### config.mk
export PLATFORM = sky130hd
export DESIGN_NAME = rsb_bridge
export DESIGN_NICKNAME = d
export VERILOG_FILES = /design/src/hdl/rsb_pkg.sv /design/src/hdl/rsb_bridge.sv /design/src/hdl/rsb_host_clk_en.sv
export SDC_FILE = /design/constraint.sdc
export NUM_CORES = 1
export LEC_CHECK = 0
export ABC_AREA = 1
export BUFFER_PORTS_ARGS = -buffer_cell sky130_fd_sc_hd__buf_2
export CAP_MARGIN = 20
export CORE_AREA = 2 2 135 150
export CTS_CLUSTER_DIAMETER = 60
export DETAILED_ROUTE_END_ITERATION = 8
export DIE_AREA = 0 0 137 152
export SLEW_MARGIN = 5
export SYNTH_ARGS = -nofsm -noshare
export SYNTH_HDL_FRONTEND = slang
export SYNTH_SLANG_ARGS = --single-unit
export TNS_END_PERCENT = 50
### constraint.sdc
create_clock -name i_sys_clk -period 2.1 [get_ports i_sys_clk]
set_clock_uncertainty 0.1 [all_clocks]
set_input_delay 0.105 -clock i_sys_clk [delete_from_list [all_inputs] [get_ports i_sys_clk]]
set_output_delay 0.105 -clock i_sys_clk [all_outputs]
set_load 0.1 [all_outputs]
### src/hdl/rsb_pkg.sv
// Constants, carriers and states for the remote-slave to host-bus bridge.
// Assumes one 200 MHz system clock and a host bus clocked at 8 MHz.
//
// Behaviour
// RQ1 - On a mapped remote address, raise the slave DMA request and await acknowledge.
// RQ2 - After the acknowledge, drive MASTER active to own the host bus.
// RQ3 - Drop DMA request and MASTER when the transfer completes, unless locked.
// RQ4 - Keep DMA request and MASTER asserted for as long as the lock lasts.
// RQ5 - Only 8/16-bit memory or I/O cycles; modifier bit 4 high is refused.
// RQ6 - Byte lanes come from size select and the lowest address bit.
// RQ7 - A 32-bit remote data operation ends in a bus error.
// RQ8 - Address and write data appear one to two host clocks after MASTER.
// RQ9 - The strobe goes active one host clock after the address.
// RQ10 - A slave holding ready low stretches the cycle by whole host clocks.
// RQ11 - Modifier bits 1 and 0 on an A24 access start block mode.
// RQ12 - The block counter advances by one for bytes, two for words.
// RQ13 - Block mode holds the host bus until its end, or until an error.
// RQ14 - With ready seen, end the strobe and release address and data.
// RQ15 - End the remote cycle with acknowledge, or bus error on any error.
// RQ16 - Release the host bus after the cycle only if no lock or block.
// RQ17 - Let DRAM refresh happen at least every 15 us even when locked.
// RQ18 - A remote parity error gives a bus error and no host cycle; the code checks data parity on writes only.
// RQ19 - A 16-bit request to an 8-bit host slave gives a bus error.
// RQ20 - A channel check from the host slave gives a bus error.
// RQ21 - A block beat past the top address gives a bus error.
// RQ22 - A write to the full signal FIFO gives a bus error.
// RQ23 - Host software enables the DMA channel; others must not over-lock.
package rsb_pkg;

  localparam int unsigned SYS_CLK_NS   = 5;
  localparam int unsigned HOST_CLK_NS  = 125;
  localparam int unsigned HOST_CLK_CYC =
    (HOST_CLK_NS + SYS_CLK_NS - 1) / SYS_CLK_NS;
  localparam logic [4:0]  HOST_DIV_MAX = 5'(HOST_CLK_CYC - 1);
  localparam logic [4:0]  HOST_DIV_RST = 5'h00;

  localparam int unsigned REFRESH_US   = 15;
  localparam int unsigned REFRESH_CYC  = (REFRESH_US * 1000) / SYS_CLK_NS;
  localparam logic [11:0] REFRESH_CNT  = 12'(REFRESH_CYC);
  localparam logic [11:0] REF_CNT_RST  = 12'h000;
  localparam logic [1:0]  REF_GAP_MAX  = 2'h1;
  localparam logic [1:0]  REF_GAP_RST  = 2'h0;

  localparam logic [23:0] ADDR_RST     = 24'h000000;
  localparam logic [15:0] DATA_RST     = 16'h0000;
  localparam logic [24:0] INC_BYTE     = 25'h0000001;
  localparam logic [24:0] INC_WORD     = 25'h0000002;
  localparam logic [5:0]  AGE_RST      = 6'h00;

  // One remote cycle, held stable by the cable-bus side while it is valid.
  typedef struct packed {
    logic [23:0] addr;
    logic [15:0] data;
    logic        modifier_bit4;
    logic        modifier_bit3;
    logic        modifier_bit1;
    logic        modifier_bit0;
    logic        write_sel_n;
    logic        size_sel;
    logic        lowest_address_bit;
    logic        wide32;
    logic        addr_perr;
    logic        data_perr;
    logic        sig_fifo_hit;
  } rsb_req_t;

  // Host command strobes, all active low.
  typedef struct packed {
    logic memr_n;
    logic memw_n;
    logic ior_n;
    logic iow_n;
  } rsb_strb_t;

  localparam rsb_strb_t STRB_IDLE = 4'hf;

  typedef enum logic [6:0] {
    ST_IDLE = 7'h01,
    ST_ARB  = 7'h02,
    ST_OWN  = 7'h04,
    ST_ADDR = 7'h08,
    ST_STRB = 7'h10,
    ST_DONE = 7'h20,
    ST_REFR = 7'h40
  } rsb_state_t;

endpackage : rsb_pkg

### src/hdl/rsb_bridge.sv
// Slave-mode bridge: turns a remote cable-bus cycle into a host-bus cycle.
// Assumes the remote side holds i_req stable while i_req_valid is high.
`timescale 1ns/1ps
`default_nettype none
module rsb_bridge (
  input  wire logic              i_sys_clk,
  input  wire logic              i_sys_rst,
  input  wire logic              i_req_valid,
  input  wire rsb_pkg::rsb_req_t i_req,
  input  wire logic              i_lock,
  input  wire logic              i_blk_end,
  input  wire logic              i_sig_fifo_full,
  input  wire logic              i_dack,
  input  wire logic              i_chrdy,
  input  wire logic              i_chck,
  input  wire logic              i_memcs16_n,
  input  wire logic              i_iocs16_n,
  input  wire logic [15:0]       i_host_data,
  output logic                   o_drq,
  output logic                   o_master_n,
  output logic [23:0]            o_host_addr,
  output logic                   o_addr_oe,
  output logic                   o_sbhe_n,
  output logic [15:0]            o_host_data,
  output logic                   o_data_oe,
  output rsb_pkg::rsb_strb_t     o_strb,
  output logic                   o_transfer_ack,
  output logic                   o_bus_error_signal,
  output logic [15:0]            o_rd_data
);
  import rsb_pkg::*;

  // Returns {sbhe_n, sa0}; lowest_address_bit is the active-low line level.
  function automatic logic [1:0] lane_dec(input logic size_sel,
                                          input logic lab);
    lane_dec = size_sel ? {lab, ~lab} : 2'b00;
  endfunction : lane_dec

  function automatic rsb_strb_t strb_sel(input rsb_req_t r);
    strb_sel = STRB_IDLE;
    if (r.modifier_bit3) begin
      strb_sel.ior_n = ~r.write_sel_n;
      strb_sel.iow_n = r.write_sel_n;
    end else begin
      strb_sel.memr_n = ~r.write_sel_n;
      strb_sel.memw_n = r.write_sel_n;
    end
  endfunction : strb_sel

  rsb_state_t  state_ff;
  rsb_state_t  nxt_state;
  logic        tick;
  logic        tick2_ff;
  logic        chck_ff;
  logic        blk_ff;
  logic        wrap_ff;
  logic [23:0] cnt_ff;
  logic [11:0] ref_cnt_ff;
  logic [1:0]  gap_ff;
  logic [5:0]  age_ff;

  rsb_host_clk_en u_clk_en (
    .i_sys_clk (i_sys_clk),
    .i_sys_rst (i_sys_rst),
    .o_tick    (tick)
  );

  logic        early_err;
  logic        blk_start;
  logic        hold;
  logic        cs16_ok;
  logic        ref_due;
  logic        fin;
  logic        fin_bad;
  logic        beat_ok;
  logic [23:0] beat_addr;
  logic [1:0]  lanes;

  assign early_err = i_req.addr_perr                              // RQ18
                   | (i_req.data_perr & ~i_req.write_sel_n)       // RQ18
                   | i_req.wide32                                 // RQ7
                   | i_req.modifier_bit4                          // RQ5
                   | (blk_ff & wrap_ff)                           // RQ21
                   | (i_req.sig_fifo_hit & ~i_req.write_sel_n
                      & i_sig_fifo_full);                         // RQ22
  assign blk_start = ~blk_ff & i_req.modifier_bit1 & i_req.modifier_bit0
                   & ~i_req.modifier_bit4 & ~i_req.modifier_bit3; // RQ11
  assign hold      = i_lock | blk_ff;
  assign cs16_ok   = i_req.modifier_bit3 ? ~i_iocs16_n : ~i_memcs16_n;
  assign ref_due   = (ref_cnt_ff >= REFRESH_CNT);
  assign beat_addr = blk_ff ? cnt_ff : i_req.addr;                // RQ11
  assign lanes     = lane_dec(i_req.size_sel, i_req.lowest_address_bit);
  assign fin       = (nxt_state == ST_DONE) && (state_ff != ST_DONE);
  assign fin_bad   = (state_ff == ST_IDLE) || (state_ff == ST_ADDR)
                   || chck_ff || i_chck;                          // RQ20
  assign beat_ok   = (state_ff == ST_STRB) && tick && i_chrdy;

  always_comb begin
    nxt_state = state_ff;
    case (state_ff)
      ST_IDLE: begin
        if (ref_due && !o_master_n) begin
          nxt_state = ST_REFR;                                    // RQ17
        end else if (i_req_valid) begin
          if (early_err) begin
            nxt_state = ST_DONE;
          end else if (o_master_n || !hold) begin
            nxt_state = ST_ARB;
          end else begin
            nxt_state = ST_OWN;
          end
        end
      end
      ST_ARB: begin
        if (i_dack) begin
          nxt_state = ST_OWN;
        end
      end
      ST_OWN: begin
        if (tick && tick2_ff) begin
          nxt_state = ST_ADDR;                                    // RQ8
        end
      end
      ST_ADDR: begin
        if (tick) begin
          nxt_state = (!i_req.size_sel && !cs16_ok) ? ST_DONE     // RQ19
                                                    : ST_STRB;    // RQ9
        end
      end
      ST_STRB: begin
        if (tick && i_chrdy) begin
          nxt_state = ST_DONE;                                    // RQ10
        end
      end
      ST_DONE: begin
        if (!i_req_valid) begin
          nxt_state = ST_IDLE;
        end
      end
      ST_REFR: begin
        if (tick && gap_ff == REF_GAP_MAX) begin
          nxt_state = ST_IDLE;
        end
      end
      default: nxt_state = ST_IDLE;
    endcase
  end

  always_ff @(posedge i_sys_clk) begin
    if (i_sys_rst) begin
      state_ff <= ST_IDLE;
    end else begin
      state_ff <= nxt_state;
    end
  end

  // The second tick in the own state bounds the address delay to 1..2 clocks.
  always_ff @(posedge i_sys_clk) begin
    if (i_sys_rst || state_ff != ST_OWN) begin
      tick2_ff <= 1'b0;
      age_ff   <= AGE_RST;
    end else begin
      tick2_ff <= tick2_ff | tick;
      age_ff   <= age_ff + 6'h01;
    end
  end

  always_ff @(posedge i_sys_clk) begin
    if (i_sys_rst || state_ff == ST_IDLE) begin
      chck_ff <= 1'b0;
    end else if (i_chck) begin
      chck_ff <= 1'b1;                                            // RQ20
    end
  end

  always_ff @(posedge i_sys_clk) begin
    if (i_sys_rst) begin
      o_drq      <= 1'b0;
      o_master_n <= 1'b1;
    end else if (state_ff == ST_IDLE && nxt_state == ST_ARB) begin
      o_drq <= 1'b1;                                              // RQ1
    end else if (state_ff == ST_ARB && i_dack) begin
      o_master_n <= 1'b0;                                         // RQ2
    end else if ((fin && (!hold || (fin_bad && blk_ff)))          // RQ3 RQ13
                 || (state_ff == ST_IDLE && (!hold || ref_due))) begin
      o_drq      <= 1'b0;                                         // RQ16
      o_master_n <= 1'b1;                                         // RQ4
    end
  end

  // Counter carry is kept, so the beat after the top address is refused.
  always_ff @(posedge i_sys_clk) begin
    if (i_sys_rst) begin
      blk_ff  <= 1'b0;
      wrap_ff <= 1'b0;
      cnt_ff  <= ADDR_RST;
    end else if (state_ff == ST_IDLE && i_req_valid && !early_err
                 && blk_start && !(ref_due && !o_master_n)) begin
      blk_ff  <= 1'b1;                                            // RQ11
      wrap_ff <= 1'b0;
      cnt_ff  <= i_req.addr;
    end else if (fin && fin_bad) begin
      blk_ff <= 1'b0;                                             // RQ13
    end else if (i_blk_end) begin
      blk_ff <= 1'b0;
    end else if (beat_ok && blk_ff && !fin_bad) begin
      {wrap_ff, cnt_ff} <= {1'b0, cnt_ff}
                         + (i_req.size_sel ? INC_BYTE : INC_WORD) // RQ12
                         | {wrap_ff, 24'h000000};
    end
  end

  always_ff @(posedge i_sys_clk) begin
    if (i_sys_rst || state_ff != ST_REFR) begin
      gap_ff <= REF_GAP_RST;
    end else if (tick) begin
      gap_ff <= gap_ff + 2'h1;
    end
  end

  // Ownership time is counted so a long lock still yields to refresh.
  always_ff @(posedge i_sys_clk) begin
    if (i_sys_rst || o_master_n) begin
      ref_cnt_ff <= REF_CNT_RST;
    end else if (!ref_due) begin
      ref_cnt_ff <= ref_cnt_ff + 12'h001;                         // RQ17
    end
  end

  always_ff @(posedge i_sys_clk) begin
    if (i_sys_rst) begin
      o_host_addr <= ADDR_RST;
      o_sbhe_n    <= 1'b1;
      o_addr_oe   <= 1'b0;
      o_host_data <= DATA_RST;
      o_data_oe   <= 1'b0;
    end else if (state_ff == ST_OWN && tick && tick2_ff) begin
      o_host_addr <= {beat_addr[23:1], lanes[0]};                 // RQ6
      o_sbhe_n    <= lanes[1];                                    // RQ6
      o_addr_oe   <= 1'b1;                                        // RQ8
      o_host_data <= i_req.data;
      o_data_oe   <= ~i_req.write_sel_n;                          // RQ8
    end else if (fin) begin
      o_addr_oe <= 1'b0;                                          // RQ14
      o_data_oe <= 1'b0;                                          // RQ14
    end
  end

  always_ff @(posedge i_sys_clk) begin
    if (i_sys_rst) begin
      o_strb <= STRB_IDLE;
    end else if (state_ff == ST_ADDR && nxt_state == ST_STRB) begin
      o_strb <= strb_sel(i_req);                                  // RQ5 RQ9
    end else if (fin) begin
      o_strb <= STRB_IDLE;                                        // RQ14
    end
  end

  always_ff @(posedge i_sys_clk) begin
    if (i_sys_rst) begin
      o_rd_data <= DATA_RST;
    end else if (beat_ok && i_req.write_sel_n) begin
      o_rd_data <= i_host_data;
    end
  end

  always_ff @(posedge i_sys_clk) begin
    if (i_sys_rst) begin
      o_transfer_ack     <= 1'b0;
      o_bus_error_signal <= 1'b0;
    end else if (fin) begin
      o_transfer_ack     <= ~fin_bad;                             // RQ15
      o_bus_error_signal <= fin_bad;                              // RQ15
    end else if (state_ff == ST_DONE && !i_req_valid) begin
      o_transfer_ack     <= 1'b0;
      o_bus_error_signal <= 1'b0;
    end
  end
endmodule : rsb_bridge
`default_nettype wire

### src/hdl/rsb_host_clk_en.sv
// Host-clock enable: one system-clock pulse per 125 ns host clock period.
// Assumes the system clock and its synchronous active-high reset.
`timescale 1ns/1ps
`default_nettype none
module rsb_host_clk_en (
  input  wire logic i_sys_clk,
  input  wire logic i_sys_rst,
  output logic      o_tick
);
  import rsb_pkg::*;

  logic [4:0] div_ff;

  always_ff @(posedge i_sys_clk) begin
    if (i_sys_rst || div_ff == HOST_DIV_MAX) begin
      div_ff <= HOST_DIV_RST;
    end else begin
      div_ff <= div_ff + 5'h01;
    end
  end

  always_ff @(posedge i_sys_clk) begin
    if (i_sys_rst) begin
      o_tick <= 1'b0;
    end else begin
      o_tick <= (div_ff == HOST_DIV_MAX);
    end
  end

endmodule : rsb_host_clk_en
`default_nettype wire

==> results.py, run 1 <==
metrics = {
    "logic_synthesis": {
        "synth_instances": 977,
        "synth-seq-area-share_pct": 38.8,
        "synth-seq-cells": 122,
        "netlist-cell-type-count": 38,
        "async_set_or_reset_register_ratio_after_synthesis_pct": 0,
        "average_footprint_of_a_synthesized_cell_um2": 6.44,
        "synth.cell_area_um2": 6290,
        "synth_ff_type": "sky130_fd_sc_hd__dfxtp_1",
        "synthesized_net_count": 1063,
        "yosys_warnings": 0,
        "number_of_synthesized_flops_with_an_enable_pin": 0,
    },
    "cells_and_area": {
        "inserted_diodes": 0,
        "drive_above_1_share_pct": 19.6,
        "layout.filler_cells": 2045,
        "ff_latch_area_um2": 2440,
        "multi_input_logic_area_um2": 3140,
        "finalNetCount": 1276,
        "area_delta_synth_final_pct": 37.2,
    },
    "drt": {
        "drc_errors": 0,
        "detailroute.via_count": 6537,
        "drtPass1Iterations": 5,
        "wl_per_cell_um": 12.0,
        "avgViaCountPerCell": 4.49,
        "dr.first_iter.drc_count": 373,
        "wl_um": 17400,
        "ant_nets_after_route": 0,
    },
    "worst_setup_path": {
        "worst-endpoint-arrival_ns": 2.24,
        "cpPeakStageDelay_ns": 0.52,
        "cpMostUsedCell": "sky130_fd_sc_hd__nand2_2",
        "regToRegStartpoint": "cnt_ff[0]",
        "critical_path.top_delay_family": "simple AND/OR/NAND/NOR gates",
        "worst-setup-path-type": "in -> reg",
        "crit_path_top_delay_cell": "sky130_fd_sc_hd__dlygate4sd3_1",
        "r2r_setup_slack_ns": 0.17,
        "critical_path.endpoint_type": "flip-flop",
        "critPathMaxFanout": 5,
        "critical_path.n_buffers_inverters": 3,
        "cp_data_required_time_ns": 2.36,
        "crit_path_cell_trace": "dlygate4sd3_1, buf_2, ha_1, fa_2, nand2_2, nor2_4, nand2_2, or3_1, o21bai_1, nand3_1, inv_1",
        "timing.rr.end": "wrap_ff",
        "r2r_cells": 9,
        "critical_path.startpoint_type": "input pin",
    },
    "power_and_ir_drop": {
        "power_per_cell_area_nw_per_um2": 653,
        "internal_power_mw": 4.19,
        "switching_power_mw": 1.45,
        "ir_worst_vdd_mv": 0.542,
        "power.leakage_nw": 4.12,
        "flop_pwr_share_pct": 41.7,
        "switching_share_pct": 25.7,
        "power.combinational.fraction_pct": 8.3,
        "p_clk_share_pct": 50.0,
    },
    "timing": {
        "timing.final.ws_setup_ns": 0.116,
        "fmaxAchievable_mhz": 504,
        "timing.slew.headroom_pct": 57.6,
        "timing.final.crit_share_pct": 94.5,
        "setup-tns-final_ns": 0,
        "worstMarginPinSlew_ns": 0.634,
        "setup_violations": 0,
        "grt_setup_unrepaired": "yes",
        "finalHoldViolations": 0,
        "final.min_clock_period_ns": 1.98,
        "drv_slew": 0,
    },
    "min_path": {
        "worstHoldEndpoint": "state_ff[2]",
        "hold_path_depth": 5,
        "min_from": "i_lock",
        "worstHoldPathType": "in -> reg",
    },
    "floorplanning": {
        "floorplan.rows": 54,
        "initial_utilization_pct": 32.3,
        "dieWidth_um": 137,
        "top_level_ports": 145,
        "coreArea_um2": 19500,
        "die_area_um2": 20800,
        "die_height_um": 152,
    },
    "grt": {
        "gr-usage-all-layers_pct": 17.1,
        "grt_max_degree": 77,
        "number_of_global_route_vias_before_repair": 6069,
        "initial_antenna_violation_count": 0,
        "grt_first_pass_wirelength_um": 28700,
        "grt.overflow.total": 0,
    },
    "clock_tree": {
        "cts.path.max_buffers": 2,
        "worst_skew_pair.late_latency_ns": 0.42,
        "cts_made_buffers": 17,
        "cts_setup_buffers": 0,
        "clk_root_buffer_cell": "sky130_fd_sc_hd__clkbuf_16",
        "cts.sink_count": 122,
        "clk_pin_slew_ns": 0.06,
        "cts.htree.levels": 4,
        "tritoncts": "built",
    },
    "job": {
        "maxCapViolations": 0,
    },
    "placement": {
        "pre_cts_slack_ns": 0.134,
        "place.port_buffers": 144,
        "gp_congestion": 0.858,
        "detailed_place_hpwl_um": 12100,
    },
    "status": {
        "outcome": "finished clean",
    },
}
==> tightest hold or removal path, stage by stage <==
cell	delay, ns
sky130_fd_sc_hd__buf_2	0.09
sky130_fd_sc_hd__nor2_1	0.06
sky130_fd_sc_hd__nor2_1	0.08
sky130_fd_sc_hd__nand2_1	0.06
sky130_fd_sc_hd__a31oi_1	0.11
==> area by class of cell <==
cell class                      instances  share of cell area [%]
Tap cell                              252                    3.65
Multi-Input combinational cell        671                    36.4
Timing Repair Buffer                  235                    18.9
Clock inverter                         15                    1.62
Inverter                              143                    6.22
Sequential cell                       122                    28.3
Clock buffer                           17                    4.93
==> timing repair <==
| action | in CTS | in global routing |
|---|---|---|
| resized for setup | 0 | 8 |
| endpoints found under the hold margin | 91 | 0 |
| endpoints found under the setup margin | 0 | 8 |
| hold buffers | 66 | 0 |
==> layer usage <==
layer,wire [um],global-route usage (%),vias to the layer above
met5,0,0,-
met4,264,5.65,0
met3,1100,4.70,16
met2,8060,28.0,158
met1,8020,21.6,2871
li1,-,-,3492
==> kinds of logic after synthesis <==
logic type	Yosys count	share of synthesized area, %
simple gates	486	32.4
fa+ha+maj	8	1.71
buf+inv	184	11.7
flops	122	38.8
xor+xnor	16	2.23
compound gates	161	13.1
==> power groups by stage <==
stage / combinational, mW / sequential (mW) / clock, mW
after floorplan: 0.180 / 2.45 / 0
after global routing: 0.522 / 2.35 / 2.99
after detailed placement: 0.370 / 2.40 / 0
after global placement: 0.370 / 2.40 / 0
final: 0.470 / 2.35 / 2.82
after CTS: 0.467 / 2.35 / 2.89
==> worst max-delay path by stage <==
stage	start	to	slack [ns]	cells after the start
floorplan	o_master_n	cnt_ff[17]	0.06	9
global placement	cnt_ff[0]	cnt_ff[16]	0.18	13
detailed placement	cnt_ff[0]	wrap_ff	0.13	9
CTS	i_req[5]	cnt_ff[16]	0.09	15
global route	i_req[5]	cnt_ff[16]	-0.02	15
finish	i_req[5]	wrap_ff	0.12	11
==> stage by stage <==
stage / hold WS [ns] / utilization, % / cell area (um2) / power (mW) / cells
final: 0.0296 / 44.4 / 8630 / 5.63 / 1455
after CTS: 0.00595 / 44.2 / 8610 / 5.71 / 1455
after global placement: 0.225 / 37.9 / 7380 / 2.77 / 1357
after detailed placement: 0.235 / 37.9 / 7380 / 2.77 / 1357
after global routing: 0.0778 / 44.4 / 8630 / 5.86 / 1455
after floorplan: 0.140 / - / 6290 / 2.63 / 977
==> flip-flops by register name, summed over array words and instances (netlist names) <==
register and count:
blk_ff 1, chck_ff 1, cnt_ff 24, gap_ff 2
o_addr_oe 1, o_bus_error_signal 1, o_data_oe 1, o_drq 1
o_host_addr 24, o_host_data 16, o_master_n 1, o_rd_data 16
o_sbhe_n 1, o_strb 4, o_transfer_ack 1, ref_cnt_ff 12
state_ff 7, tick2_ff 1, u_clk_en.div_ff 5, u_clk_en.o_tick 1
wrap_ff 1
==> placed cells by master, fill, tap and decap left out, types with 12 or more instances in the layout <==
cell,n
sky130_fd_sc_hd__nor2_1,121
sky130_fd_sc_hd__inv_1,130
sky130_fd_sc_hd__dlygate4sd3_1,66
sky130_fd_sc_hd__nor3_1,13
sky130_fd_sc_hd__nand2_1,247
sky130_fd_sc_hd__o21ai_1,15
sky130_fd_sc_hd__nand3_1,69
sky130_fd_sc_hd__buf_2,144
sky130_fd_sc_hd__clkbuf_16,17
sky130_fd_sc_hd__a21oi_1,63
sky130_fd_sc_hd__inv_2,12
sky130_fd_sc_hd__buf_4,20
sky130_fd_sc_hd__dfxtp_1,122
sky130_fd_sc_hd__o21ai_0,75
==> cell usage after synthesis (all sizes together) (2+ instances only) <==
| cell type | number | area (um2) |
|---|---|---|
| dfxtp | 122 | 2440 |
| nand3b | 4 | 30.0 |
| inv | 141 | 529 |
| xnor2 | 5 | 43.8 |
| buf | 21 | 125 |
| nand3 | 73 | 375 |
| or2 | 2 | 12.5 |
| a21oi | 63 | 315 |
| a31oi | 4 | 25.0 |
| nor3 | 14 | 75.1 |
| clkbuf | 20 | 75.1 |
| nand2 | 253 | 955 |
| ha | 7 | 87.6 |
| nor2 | 127 | 494 |
| o21ai | 90 | 450 |
| nand4 | 7 | 56.3 |
| nor4 | 3 | 18.8 |
| clkinv | 2 | 7.51 |
| xor2 | 11 | 96.3 |
(Power assumes the default switching activity.)
==> run 2: changes to the inputs <==
--- a/config.mk
+++ b/config.mk
@@ -12,6 +12,7 @@
 export CTS_CLUSTER_DIAMETER = 60
 export DETAILED_ROUTE_END_ITERATION = 8
 export DIE_AREA = 0 0 137 152
+export REMOVE_ABC_BUFFERS = 1
 export SLEW_MARGIN = 5
 export SYNTH_ARGS = -nofsm -noshare
 export SYNTH_HDL_FRONTEND = slang
==> run 2 against run 1 <==
  * First-iteration DRC count decreased by 8.3%
  * Cell count increased by 0.14%
  * Global-route usage about the same
  * Count of clock-buffer cells in the layout increased by 4
  * Clock power increased by 13%
  * Combinational power increased by 1%
  * Non-clock buffer count increased by 2
  * Critical path depth unchanged
  * Utilization increased by 0.46 points
  * Sequential cell count unchanged
  * Cell area increased by 1.0%
  * Critical endpoint unchanged
  * Highest routed layer unchanged
==> results.py, run 2 (synthesis results as in run 1) <==
metrics = {
    "status": {
        "outcome": "finished clean",
    },
    "worst_setup_path": {
        "critPathMaxFanout": 5,
        "critical_path.top_delay_family": "simple AND/OR/NAND/NOR gates",
        "crit_path_top_delay_cell": "sky130_fd_sc_hd__dlygate4sd3_1",
        "critical_path.startpoint_type": "input pin",
        "critical_path.n_buffers_inverters": 3,
        "critical_path.endpoint_type": "flip-flop",
        "cpPeakStageDelay_ns": 0.52,
        "cp_data_required_time_ns": 2.36,
        "worst-endpoint-arrival_ns": 2.25,
        "crit_path_cell_trace": "dlygate4sd3_1, buf_2, ha_1, fa_2, nand2_2, nor2_4, nand2_1, or3_1, o21bai_1, nand3_1, inv_1",
        "worst-setup-path-type": "in -> reg",
    },
    "cells_and_area": {
        "layout.filler_cells": 1982,
        "top_flop_regs": "cnt_ff: 24 flops, o_host_addr: 24 flops",
        "mostFrequentLayoutCells": "sky130_fd_sc_hd__nand2_1, sky130_fd_sc_hd__buf_2, sky130_fd_sc_hd__inv_1, sky130_fd_sc_hd__dfxtp_1, sky130_fd_sc_hd__nor2_1",
        "instances_no_fill": 1457,
        "drive_above_1_share_pct": 19.4,
        "inserted_diodes": 0,
        "finalNetCount": 1278,
        "area_delta_synth_final_pct": 38.7,
        "most_common_library_cell_in_the_layout_ignoring_fill_and_taps": "sky130_fd_sc_hd__nand2_1",
    },
    "timing": {
        "fmaxAchievable_mhz": 501,
        "setup_violations": 0,
        "final.min_clock_period_ns": 2.00,
        "timing.final.crit_share_pct": 95.0,
        "timing.slew.headroom_pct": 65.5,
        "setup-tns-final_ns": 0,
        "finalHoldViolations": 0,
        "finalHoldWorstSlack_ns": 0.0332,
        "timing.final.ws_setup_ns": 0.104,
        "worstMarginPinSlew_ns": 0.521,
        "grt_setup_unrepaired": "yes",
        "drv_slew": 0,
    },
    "floorplanning": {
        "floorplan.rows": 54,
        "die_area_um2": 20800,
        "die_height_um": 152,
        "dieWidth_um": 137,
        "coreArea_um2": 19500,
        "top_level_ports": 145,
        "initial_utilization_pct": 32.3,
    },
    "grt": {
        "grt_first_pass_wirelength_um": 28800,
        "grt.overflow.total": 0,
        "grt_max_degree": 57,
        "initial_antenna_violation_count": 0,
        "gr-usage-all-layers_pct": 17.1,
        "number_of_global_route_vias_before_repair": 5987,
    },
    "power_and_ir_drop": {
        "power.leakage_nw": 4.18,
        "power_per_cell_area_nw_per_um2": 691,
        "design_power_total_mw": 6.02,
        "ir_worst_vdd_mv": 0.441,
    },
    "placement": {
        "gp_congestion": 0.873,
        "placed_cells": 1358,
        "place.port_buffers": 144,
        "pre_cts_slack_ns": 0.115,
        "detailed_place_hpwl_um": 12600,
    },
    "drt": {
        "drc_errors": 0,
        "drtPass1Iterations": 4,
        "detailroute.via_count": 6612,
        "wl_per_cell_um": 12.1,
        "ant_nets_after_route": 0,
        "avgViaCountPerCell": 4.54,
        "wl_um": 17700,
        "dr.first_iter.drc_count": 342,
    },
    "clock_tree": {
        "worst_skew_pair.late_latency_ns": 0.41,
        "cts_made_buffers": 17,
        "clk_root_buffer_cell": "sky130_fd_sc_hd__clkbuf_16",
        "cts.path.max_buffers": 2,
        "cts.htree.levels": 4,
        "cts.sink_count": 122,
        "clk_pin_slew_ns": 0.06,
        "tritoncts": "built",
    },
    "min_path": {
        "worstHoldPathType": "in -> reg",
    },
    "job": {
        "maxCapViolations": 0,
    },
}
-- run 2: cell types whose count changed in the layout (fill, tap and decap cells not counted), sizes merged --
cell / delta
clkinv: -2
buf: +2
clkinvlp: -2
inv: -4
bufinv: +4
clkbuf: +4
-- run 2: final cells by class --
cell class                 instances  area, um2  area share, %
inverter                         143        537           6.15
timing repair buffer             237       1650           18.9
clock buffer                      21        450           5.16
clock inverter                    11        193           2.21
tap                              252        315           3.62
sequential                       122       2440           28.0
multi-input combinational        671       3130           35.9
-- run 2: path summary, 6_finish.rpt --
path	start	end	slack, ns	depth (start not counted)
worst max-delay path	i_req[5]	wrap_ff	0.10	11
worst min-delay path	i_sys_rst	state_ff[1]	0.03	3
worst min register to register	o_host_addr[13]	o_host_addr[13]	0.34	2
worst max register to register	ref_cnt_ff[8]	state_ff[2]	0.12	10
-- run 2: per-layer routing --
metal  wire length (um)  up-vias  track usage [%]
li1                   -     3511                -
met1               8500     2921             22.2
met2               8000      161             27.3
met3                832       19             3.87
met4                334        0             6.38
met5                  0        -                0
-- run 2: where the power goes --
group          internal [mW]  total (mW)  switching (mW)
Sequential              2.34        2.35          0.0139
Clock                   2.14        3.20            1.06
Combinational          0.207       0.475           0.268
Total                   4.68        6.02            1.34
-- run 2: per-stage QoR --
stage | utilization (%) | cell area, um2
after global routing | 44.8 | 8720
after CTS | 44.7 | 8690
after floorplan | - | 6090
final | 44.8 | 8720
after detailed placement | 38.0 | 7390
after global placement | 38.0 | 7390
-- run 2: worst min-delay path, delay by kind of cell --
kind | cells | cell delay (ns)
compound gates | 1 | 0.06
buf+inv | 2 | 0.33
-- run 2: repair_timing --
item | CTS | global route
endpoints found under the setup margin | 0 | 20
resized for setup | 0 | 7
hold buffers | 66 | 0
endpoints found under the hold margin | 86 | 0
buffers inserted | 0 | 1
